==> src/verilog/ext_ctrl_pkg.sv <==
/*
  Constants for the two extended PHY control registers of one port.
  Assumes a 5-bit management register address and 16-bit register data.
*/
// What this block does
// - Register one bit 12 picks SGMII or 1000BASE-X; valid only when global field is 00.
// - Register one bit 11 sets media sense preference, 1 copper, default 0.
// - Register one field 10:8 picks single-media mode; 100 is reserved.
// - Codes 101, 110, 111 enable auto media sense with serdes, 1000BASE-X, 100BASE-FX.
// - Register one field 7:6 overrides media sense: 01 serdes, 10 copper, 11 reserved.
// - Writes to bits 13:8 take effect only on software reset.
// - Bits 13:8 read back the active mode, never the pending one.
// - Register two field 15:13 sets the 100BASE-TX edge rate; sticky.
// - Register two bit 12 enables sticky reduced power mode, reset 0.
// - Register two sticky field 5:4 selects 1.5, 9 or 12 kB packets.
// - Default jumbo lengths assume up to 100 ppm clock offset.
// - Super-sticky bits keep their values through software reset always.
// - Sticky bits survive software reset only while sticky reset enable is set.
package ext_ctrl_pkg;
  localparam int ADDR_W = 5;
  localparam int DATA_W = 16;
  localparam logic [4:0] EXT_CTRL_ONE_ADDR = 5'h17;
  localparam logic [4:0] EXT_CTRL_TWO_ADDR = 5'h18;

  // Register one fields
  localparam int RSVD_RW_HI = 15;
  localparam int RSVD_RW_LO = 14;
  localparam int STAGE_HI = 13;
  localparam int STAGE_LO = 8;
  localparam int MAC_MODE_BIT = 12;
  localparam int PREF_BIT = 11;
  localparam int MEDIA_HI = 10;
  localparam int MEDIA_LO = 8;
  localparam int OVR_HI = 7;
  localparam int OVR_LO = 6;
  localparam int FAR_LB_BIT = 3;

  // Register two fields
  localparam int EDGE_HI = 15;
  localparam int EDGE_LO = 13;
  localparam int LOW_PWR_BIT = 12;
  localparam int JUMBO_HI = 5;
  localparam int JUMBO_LO = 4;
  localparam int CONN_LB_BIT = 0;

  // Reset values
  localparam logic [5:0] STAGE_RST = 6'h00;
  localparam logic [1:0] RSVD_RW_RST = 2'h0;
  localparam logic [1:0] OVR_RST = 2'h0;
  localparam logic FAR_LB_RST = 1'b0;
  localparam logic [2:0] EDGE_RST = 3'h0;
  localparam logic LOW_PWR_RST = 1'b0;
  localparam logic [1:0] JUMBO_RST = 2'h0;
  localparam logic CONN_LB_RST = 1'b0;

  // Codes
  localparam logic [1:0] GLOBAL_MAC_OK = 2'h0;
  localparam logic [2:0] MEDIA_RSVD = 3'h4;
  localparam logic [1:0] OVR_RSVD = 2'h3;
  localparam logic [1:0] JUMBO_NORMAL = 2'h0;
  localparam logic [1:0] JUMBO_9K = 2'h1;
  localparam logic [1:0] JUMBO_12K = 2'h2;

  // Maximum packet lengths in bytes at 100 ppm offset
  localparam logic [13:0] LEN_NORMAL = 14'h0600;
  localparam logic [13:0] LEN_9K = 14'h2400;
  localparam logic [13:0] LEN_12K = 14'h3000;
endpackage : ext_ctrl_pkg

==> src/verilog/mode_stage_if.sv <==
/*
  Carrier between the register bank and the mode staging store.
  Assumes both ends run on the same clock.
*/
`timescale 1ns/1ps
`default_nettype none
interface mode_stage_if;
  logic wr;
  logic [5:0] wdata;
  logic soft_rst;
  logic [5:0] active;
  modport ctrl (output wr, output wdata, output soft_rst, input active);
  modport store (input wr, input wdata, input soft_rst, output active);
endinterface : mode_stage_if
`default_nettype wire

==> src/verilog/mode_stage.sv <==
/*
  Pending and active copies of the super-sticky mode bits 13:8.
  Assumes write and software reset strobes are one-cycle pulses on clk_in.
*/
`timescale 1ns/1ps
`default_nettype none
module mode_stage (
  input wire logic clk_in,
  input wire logic rstn_in,
  mode_stage_if.store st
);
  import ext_ctrl_pkg::*;

  logic [5:0] pending_reg;
  logic [5:0] active_reg;

  // Writes land only in the pending copy
  always_ff @(posedge clk_in or negedge rstn_in) begin
    if (!rstn_in) begin
      pending_reg <= STAGE_RST;
    end else if (st.wr) begin
      pending_reg <= st.wdata;
    end
  end

  // Adopted on software reset, kept otherwise
  always_ff @(posedge clk_in or negedge rstn_in) begin
    if (!rstn_in) begin
      active_reg <= STAGE_RST;
    end else if (st.soft_rst) begin
      active_reg <= pending_reg;
    end
  end

  assign st.active = active_reg;
endmodule : mode_stage
`default_nettype wire

==> src/verilog/ext_phy_ctrl.sv <==
/*
  Extended PHY control registers one and two of a single port.
  Assumes a management engine supplies address, data and one-cycle read
  and write strobes, plus the software reset pulse, sticky reset enable
  and the global MAC mode field, all on clk_in.
*/
`timescale 1ns/1ps
`default_nettype none
module ext_phy_ctrl (
  input wire logic clk_in,
  input wire logic rstn_in,
  input wire logic [ext_ctrl_pkg::ADDR_W-1:0] reg_addr_in,
  input wire logic [ext_ctrl_pkg::DATA_W-1:0] reg_wdata_in,
  input wire logic reg_wr_in,
  input wire logic reg_rd_in,
  input wire logic soft_reset_in,
  input wire logic sticky_reset_en_in,
  input wire logic [1:0] global_mac_sel_in,
  output logic [ext_ctrl_pkg::DATA_W-1:0] reg_rdata_out,
  output logic mac_1000basex_out,
  output logic mac_sel_valid_out,
  output logic prefer_copper_out,
  output logic [2:0] media_mode_out,
  output logic auto_media_sense_out,
  output logic media_mode_rsvd_out,
  output logic [1:0] auto_media_sense_force_out,
  output logic far_end_loopback_out,
  output logic [2:0] edge_rate_out,
  output logic reduced_power_out,
  output logic [1:0] jumbo_mode_out,
  output logic [13:0] max_pkt_len_out,
  output logic connector_loopback_out
);
  import ext_ctrl_pkg::*;

  mode_stage_if stg ();

  logic [1:0] rsvd_rw_reg;
  logic [1:0] ovr_reg;
  logic far_lb_reg;
  logic [2:0] edge_reg;
  logic low_pwr_reg;
  logic [1:0] jumbo_reg;
  logic conn_lb_reg;
  logic [DATA_W-1:0] rdata_reg;
  logic [13:0] max_len_reg;
  logic [13:0] max_len_next;
  logic mac_x_reg;
  logic mac_valid_reg;
  logic pref_reg;
  logic [2:0] media_reg;
  logic ams_reg;
  logic media_rsvd_reg;

  // Address decode
  wire sel_one = (reg_addr_in == EXT_CTRL_ONE_ADDR);
  wire sel_two = (reg_addr_in == EXT_CTRL_TWO_ADDR);
  wire wr_one = reg_wr_in && sel_one;
  wire wr_two = reg_wr_in && sel_two;
  wire sticky_clr = soft_reset_in && !sticky_reset_en_in;
  wire [5:0] active = stg.active;

  assign stg.wr = wr_one;
  assign stg.wdata = reg_wdata_in[STAGE_HI:STAGE_LO];
  assign stg.soft_rst = soft_reset_in;

  mode_stage mode_stage_i (
    .clk_in(clk_in),
    .rstn_in(rstn_in),
    .st(stg)
  );

  // Readback images; reserved read-only bits are zero
  wire [DATA_W-1:0] img_one = {
    rsvd_rw_reg,
    active,
    ovr_reg,
    2'h0,
    far_lb_reg,
    3'h0
  };
  wire [DATA_W-1:0] img_two = {
    edge_reg,
    low_pwr_reg,
    6'h00,
    jumbo_reg,
    3'h0,
    conn_lb_reg
  };
  wire [DATA_W-1:0] rd_mux = sel_one ? img_one :
                             sel_two ? img_two : {DATA_W{1'b0}};

  // Decoded mode from the active copy
  wire [2:0] media_act = active[MEDIA_HI-STAGE_LO:0];
  wire ams_act = media_act[2] && (media_act != MEDIA_RSVD);

  // Maximum length for the selected jumbo mode
  wire len_9k = (jumbo_reg == JUMBO_9K);
  wire len_12k = (jumbo_reg == JUMBO_12K);
  assign max_len_next = len_9k ? LEN_9K :
                        len_12k ? LEN_12K : LEN_NORMAL;

  // Register one reserved storage, cleared by software reset
  always_ff @(posedge clk_in or negedge rstn_in) begin
    if (!rstn_in) begin
      rsvd_rw_reg <= RSVD_RW_RST;
    end else if (soft_reset_in) begin
      rsvd_rw_reg <= RSVD_RW_RST;
    end else if (wr_one) begin
      rsvd_rw_reg <= reg_wdata_in[RSVD_RW_HI:RSVD_RW_LO];
    end
  end

  // Media sense override, cleared by software reset
  always_ff @(posedge clk_in or negedge rstn_in) begin
    if (!rstn_in) begin
      ovr_reg <= OVR_RST;
    end else if (soft_reset_in) begin
      ovr_reg <= OVR_RST;
    end else if (wr_one) begin
      ovr_reg <= reg_wdata_in[OVR_HI:OVR_LO];
    end
  end

  // Far-end loopback, cleared by software reset
  always_ff @(posedge clk_in or negedge rstn_in) begin
    if (!rstn_in) begin
      far_lb_reg <= FAR_LB_RST;
    end else if (soft_reset_in) begin
      far_lb_reg <= FAR_LB_RST;
    end else if (wr_one) begin
      far_lb_reg <= reg_wdata_in[FAR_LB_BIT];
    end
  end

  // Sticky edge rate
  always_ff @(posedge clk_in or negedge rstn_in) begin
    if (!rstn_in) begin
      edge_reg <= EDGE_RST;
    end else if (sticky_clr) begin
      edge_reg <= EDGE_RST;
    end else if (wr_two) begin
      edge_reg <= reg_wdata_in[EDGE_HI:EDGE_LO];
    end
  end

  // Sticky reduced power mode
  always_ff @(posedge clk_in or negedge rstn_in) begin
    if (!rstn_in) begin
      low_pwr_reg <= LOW_PWR_RST;
    end else if (sticky_clr) begin
      low_pwr_reg <= LOW_PWR_RST;
    end else if (wr_two) begin
      low_pwr_reg <= reg_wdata_in[LOW_PWR_BIT];
    end
  end

  // Sticky jumbo mode
  always_ff @(posedge clk_in or negedge rstn_in) begin
    if (!rstn_in) begin
      jumbo_reg <= JUMBO_RST;
    end else if (sticky_clr) begin
      jumbo_reg <= JUMBO_RST;
    end else if (wr_two) begin
      jumbo_reg <= reg_wdata_in[JUMBO_HI:JUMBO_LO];
    end
  end

  // Register two non-sticky loopback
  always_ff @(posedge clk_in or negedge rstn_in) begin
    if (!rstn_in) begin
      conn_lb_reg <= CONN_LB_RST;
    end else if (soft_reset_in) begin
      conn_lb_reg <= CONN_LB_RST;
    end else if (wr_two) begin
      conn_lb_reg <= reg_wdata_in[CONN_LB_BIT];
    end
  end

  // Read data, held until the next read
  always_ff @(posedge clk_in or negedge rstn_in) begin
    if (!rstn_in) begin
      rdata_reg <= {DATA_W{1'b0}};
    end else if (reg_rd_in) begin
      rdata_reg <= rd_mux;
    end
  end

  // MAC-side selection outputs
  always_ff @(posedge clk_in or negedge rstn_in) begin
    if (!rstn_in) begin
      mac_x_reg <= 1'b0;
      mac_valid_reg <= 1'b0;
    end else begin
      mac_x_reg <= active[MAC_MODE_BIT-STAGE_LO];
      mac_valid_reg <= (global_mac_sel_in == GLOBAL_MAC_OK);
    end
  end

  // Media outputs from the active copy
  always_ff @(posedge clk_in or negedge rstn_in) begin
    if (!rstn_in) begin
      pref_reg <= 1'b0;
      media_reg <= 3'h0;
      ams_reg <= 1'b0;
      media_rsvd_reg <= 1'b0;
    end else begin
      pref_reg <= active[PREF_BIT-STAGE_LO];
      media_reg <= media_act;
      ams_reg <= ams_act;
      media_rsvd_reg <= (media_act == MEDIA_RSVD);
    end
  end

  // Maximum packet length
  always_ff @(posedge clk_in or negedge rstn_in) begin
    if (!rstn_in) begin
      max_len_reg <= LEN_NORMAL;
    end else begin
      max_len_reg <= max_len_next;
    end
  end

  assign reg_rdata_out = rdata_reg;
  assign mac_1000basex_out = mac_x_reg;
  assign mac_sel_valid_out = mac_valid_reg;
  assign prefer_copper_out = pref_reg;
  assign media_mode_out = media_reg;
  assign auto_media_sense_out = ams_reg;
  assign media_mode_rsvd_out = media_rsvd_reg;
  assign auto_media_sense_force_out = ovr_reg;
  assign far_end_loopback_out = far_lb_reg;
  assign edge_rate_out = edge_reg;
  assign reduced_power_out = low_pwr_reg;
  assign jumbo_mode_out = jumbo_reg;
  assign max_pkt_len_out = max_len_reg;
  assign connector_loopback_out = conn_lb_reg;
endmodule : ext_phy_ctrl
`default_nettype wire

==> config.mk <==
export PLATFORM = sky130hd
export DESIGN_NAME = ext_phy_ctrl
export DESIGN_NICKNAME = d
export VERILOG_FILES = /design/src/verilog/ext_ctrl_pkg.sv /design/src/verilog/mode_stage_if.sv /design/src/verilog/mode_stage.sv /design/src/verilog/ext_phy_ctrl.sv
export SDC_FILE = /design/constraint.sdc
export NUM_CORES = 1
export LEC_CHECK = 0
export BUFFER_PORTS_ARGS = -buffer_cell sky130_fd_sc_hd__buf_4
export CORE_UTILIZATION = 25
export DETAILED_ROUTE_END_ITERATION = 6
export GPL_TIMING_DRIVEN = 0
export HOLD_SLACK_MARGIN = 0.08
export PLACE_DENSITY = 0.55
export RECOVER_POWER = 25
export SLEW_MARGIN = 20
export SYNTH_ARGS = -nofsm -noshare
export SYNTH_HDL_FRONTEND = slang
export SYNTH_SLANG_ARGS = --single-unit
==> constraint.sdc <==
create_clock -name clk_in -period 2.6 [get_ports clk_in]
set_input_delay 0.13 -clock clk_in [delete_from_list [all_inputs] [get_ports clk_in]]
set_output_delay 0.13 -clock clk_in [all_outputs]
set_load 0.05 [all_outputs]
; Yosys cells after proc, flatten, opt, wreduce, memory -nomap -nowiden
; Index checks and enable logic that the tools add are counted.
[totals]
regBits = 62
latch_bits = 0
ram_bits = 0
rom_bits = 0
inputBits = 29
mem_count = 0
[classes]
n_addsub = 0
n_mul = 0
div = 0
magnitude_cmp = 0
n_eq_ne = 6
shift = 0
n_mux = 18
bitwise = 0
n_reduce_logical = 9
[op_table]
columns = op, n
row1 = $mux W16, 2
row2 = $mux W14, 2
row3 = $mux W2, 6
row4 = $eq A5 B5 Y1 const B, 2
row5 = $mux W1, 6
row6 = $mux W3, 2
row7 = $reduce_bool A2 Y1, 3
row8 = $logic_and A1 B1 Y1, 4
row9 = $eq A3 B3 Y1 const B, 1
row10 = $ne A3 B3 Y1 const B, 1
row11 = $eq A2 B1 Y1 const B, 1
row12 = $eq A2 B2 Y1 const B, 1
row13 = $logic_not A2 Y1, 1
row14 = $logic_not A1 Y1, 1

; Depth between registers and ports, before layout
[logic_depth]
depth_word = 4
ltp_mapped = 4

; Hierarchy
; Synthesis repeated with hierarchy kept, for this count alone.
[unflattened]
cells_unflattened = 154
hier_area_um2 = 2095.8
[modules_own_cells]
columns = module, n_inst, cells_each, area_per_inst_um2, seq_area_each_um2
row1 = ext_phy_ctrl, 1, 128, 1592.8, 953.4
row2 = mode_stage, 1, 26, 503.0, 300.3

; Least setup slack after synthesis
; No wires, ideal clock.
[synth_timing]
path_kind = register to register
from = reg jumbo_reg[0], in the netlist jumbo_mode_out[0]
to = reg max_len_reg[13], in the netlist max_pkt_len_out[13]
arrival_ns = 1.094
required_time_ns = 2.485
path_slack_ns = 1.391
stages_incl_launch_ff = 4
n_path_buf = 0
cell_sequence = dfrtp_1 inv_1 ha_1 inv_1
[synth_via]
elab_chain_cells = 3
elab_cells_between_ends = 4
cone_classes = eq/ne: 2 / mux: 2
[synth_lines]
columns = item, line_no
row1 = start: declaration, ext_phy_ctrl.sv:43  ; logic [1:0] jumbo_reg;
row2 = start signal: assignment, ext_phy_ctrl.sv:165  ; jumbo_reg <= reg_wdata_in[JUMBO_HI:JUMBO_LO];
row3 = $eq A2 B2 Y1, ext_phy_ctrl.sv:99  ; wire len_12k = (jumbo_reg == JUMBO_12K);
row4 = $mux W14, ext_phy_ctrl.sv:101  ; len_12k ? LEN_12K : LEN_NORMAL;
row5 = $mux W14 (*), ext_phy_ctrl.sv:100  ; assign max_len_next = len_9k ? LEN_9K :
row6 = via max_len_next[13], ext_phy_ctrl.sv:47  ; logic [13:0] max_len_next;
row7 = end signal: assignment, ext_phy_ctrl.sv:220  ; max_len_reg <= max_len_next;
row8 = end: declaration, ext_phy_ctrl.sv:46  ; logic [13:0] max_len_reg;
; Mark *: on every way through the listed nets, which the timed path passes. The rest lies on a longest branch.
; A chain may end at the register's enable or synchronous reset.

==> impl_metrics.ini <==
[outcome]
status = finished clean

[global_routing]
grt_max_degree = 51
grt_pass1_wl_mm = 7.73
overflow = 0
antenna_found_initial = 0
grt_util_all_layers = 0.119
grt_pass1_vias = 1512

[setup_path]
crit_required_ps = 2820
critical_path_class = in -> async
crit_slowest_cell = clkbuf_2
arrival_ps = 1580
timing.rr.start = jumbo_mode_out[0]
r2r_slack_ps = 1680
startpoint_type = primary input
cp-end-kind = asynchronous set/reset pin
crit_chain = dlygate4sd3_1 > clkbuf_2
worst-path-buf-inv = 2
reg2reg_depth = 3
rr_endpoint = max_pkt_len_out[13]
crit_fanout = 50
cpPeakStageDelay_ps = 910
crit_family = buffers and inverters

[logic_synthesis]
synth_ff_type = dfrtp_1
yosysWarnings = 0
synth-seq-cells = 50
ys_top_cells_by_area = dfrtp_1, mux2_2, buf_4
yosysTopAreaCell = dfrtp_1
synthesis.area_um2 = 2030
synthTopCellsByCount = dfrtp_1, buf_4, mux2_2
ys_types = 29
synth_cells = 154
async_reset_ff_frac = 1.00
synth_edf_count = 0
post-synth-top-count-cell = dfrtp_1
synth_area_per_cell_um2 = 13.2
ys_seq_area_frac = 0.617
synth.top_cell.area_share = 0.591

[final_layout]
area.sequential_um2 = 1250
layout-drive-gt1-share = 0.391
nets = 278
diodes = 0
areaGrowthSynthToFinish_pct = 41.7
largest_register_ffs = 14
fill_cells = 782
multiInputGateArea_um2 = 674
postLayoutCellArea_um2 = 2880

[floorplanning]
io_pins = 77
dieWidth_um = 92.2
die_area_um2 = 8490
start_util = 0.260
coreArea_um2 = 7810
die_y_um = 92.2
fp-row-count = 32

[power]
power_density_nw_per_um2 = 614
irDropWorstVdd_v = 0.000252
power.leakage_nw = 1.41

[detailed_routing]
wirelength_mm = 4.70
antenna_left = 0
vias = 1495
drc = 0
drtIter0Drc = 34
wire_per_inst_um = 13.4
drtPass1Iterations = 4
via_per_inst = 4.27

[sta]
tightest_slew_ps = 1220
period_share = 0.525
hold_viol_final = 0
whs_ps = 101
min_period_ps = 1360
finalClockSkew_ps = 4.07
max_freq_mhz = 733
setup_tns_ps = 0
slew_viol_final = 0
setup_viol = 0
finalWorstSetupSlack_ps = 1240
relSlewSlack = 0.184
rsz0062_at_grt = false

[placement]
place_hpwl_mm = 3.18
gp_congestion = 0.736
dpl_worst_slack_ps = 1170
io_buffer_count = 62
post_dp_cell_area_um2 = 2670

[worst_hold_path]
min_path_type = in -> reg
min_to = far_end_loopback_out
holdCritStartpoint = reg_wdata_in[3]
holdPathStages = 3

[clocking]
clock_path_buffers = 2
cts_tree = yes
clk_pin_slew_ps = 90
clk_latency_ps = 290
cts_num_sinks = 50
cts_buffers = 5
cts-resized-gates = 0
h-tree-depth = 2
cts-root-buf = clkbuf_8

[run]
maxCapViolCount = 0
[power by group]
part           leakage (nW)  switching [mW]  internal (mW)
Combinational         0.690           0.220          0.132
Sequential            0.669          0.0377          0.847
Clock                0.0524           0.243          0.288
[per-layer routing]
| layer | vias to the layer above | wire length [um] | global-route usage |
|---|---|---|---|
| li1 | 708 | - | - |
| met1 | 728 | 2070 | 0.148 |
| met2 | 51 | 2320 | 0.195 |
| met3 | 8 | 232 | 0.0323 |
| met4 | 0 | 86 | 0.0482 |
| met5 | - | 0 | 0 |
[metrics by stage]
step	power, mW	std cells	utilization
finish	1.77	350	0.369
global route	1.85	350	0.369
CTS	1.80	350	0.372
detailed placement	1.24	329	0.342
global placement	1.24	329	0.342
floorplan	1.12	165	-
[timing repair]
item	CTS	global route
hold buffers	13	0
buffers inserted	0	0
endpoints found under the hold margin	61	0
[placed cells by master, fill, tap and decap left out]
cell and instances:
clkinv_1 1, mux2_2 12, clkbuf_4 1, o21a_1 1
bufinv_16 1, nor3b_1 1, nor2_1 4, o21ai_0 7
dfstp_2 2, or4b_4 1, dlygate4sd3_1 13, dfrtp_1 48
inv_1 3, mux2i_1 5, buf_4 72, nand2b_1 11
nand4b_1 1, nor4b_2 1, conb_1 12, nor2b_1 4
clkbuf_8 5, a221o_1 4, clkbuf_2 1, nand3_1 1
nand4_1 6, clkbuf_1 7, nor2_4 1, and2_1 1
a21oi_1 1, nand2_1 8, a22o_1 10, ha_1 2
[worst max-delay path by stage]
stage	startpoint	end	depth (start not counted)
floorplan	jumbo_mode_out[0]	max_pkt_len_out[13]	3
global placement	reg_addr_in[3]	mode_stage_i.pending_reg[5]	5
detailed placement	reg_addr_in[3]	mode_stage_i.pending_reg[5]	5
CTS	max_pkt_len_out[10]	max_pkt_len_out[10]	1
global route	rstn_in	auto_media_sense_force_out[1]	2
finish	rstn_in	auto_media_sense_force_out[1]	2
[final cells by class]
class	instances	area share
buffer	17	0.0391
clock buffer	7	0.0265
clock inverter	1	0.0104
inverter	4	0.00522
multi-input combinational	94	0.234
sequential	50	0.435
tap	102	0.0443
timing repair buffer	75	0.205
[cells by family after synthesis]
| kind of cell | count (synthesis) | share of synthesized area |
|---|---|---|
| muxes | 17 | 0.0911 |
| AOI/OAI and AO/OA | 23 | 0.0862 |
| buffers and inverters | 21 | 0.0634 |
| adders and majority gates | 2 | 0.0123 |
| DFF | 50 | 0.617 |
| other | 1 | 0.00185 |
| and+or+nand+nor | 40 | 0.128 |
[worst register-to-register path, cell delays in order (launching register included)]
cell,delay [ps]
dfrtp_1,410
inv_1,80
ha_1,290
inv_1,40
Power figures use the tool's default switching activity.
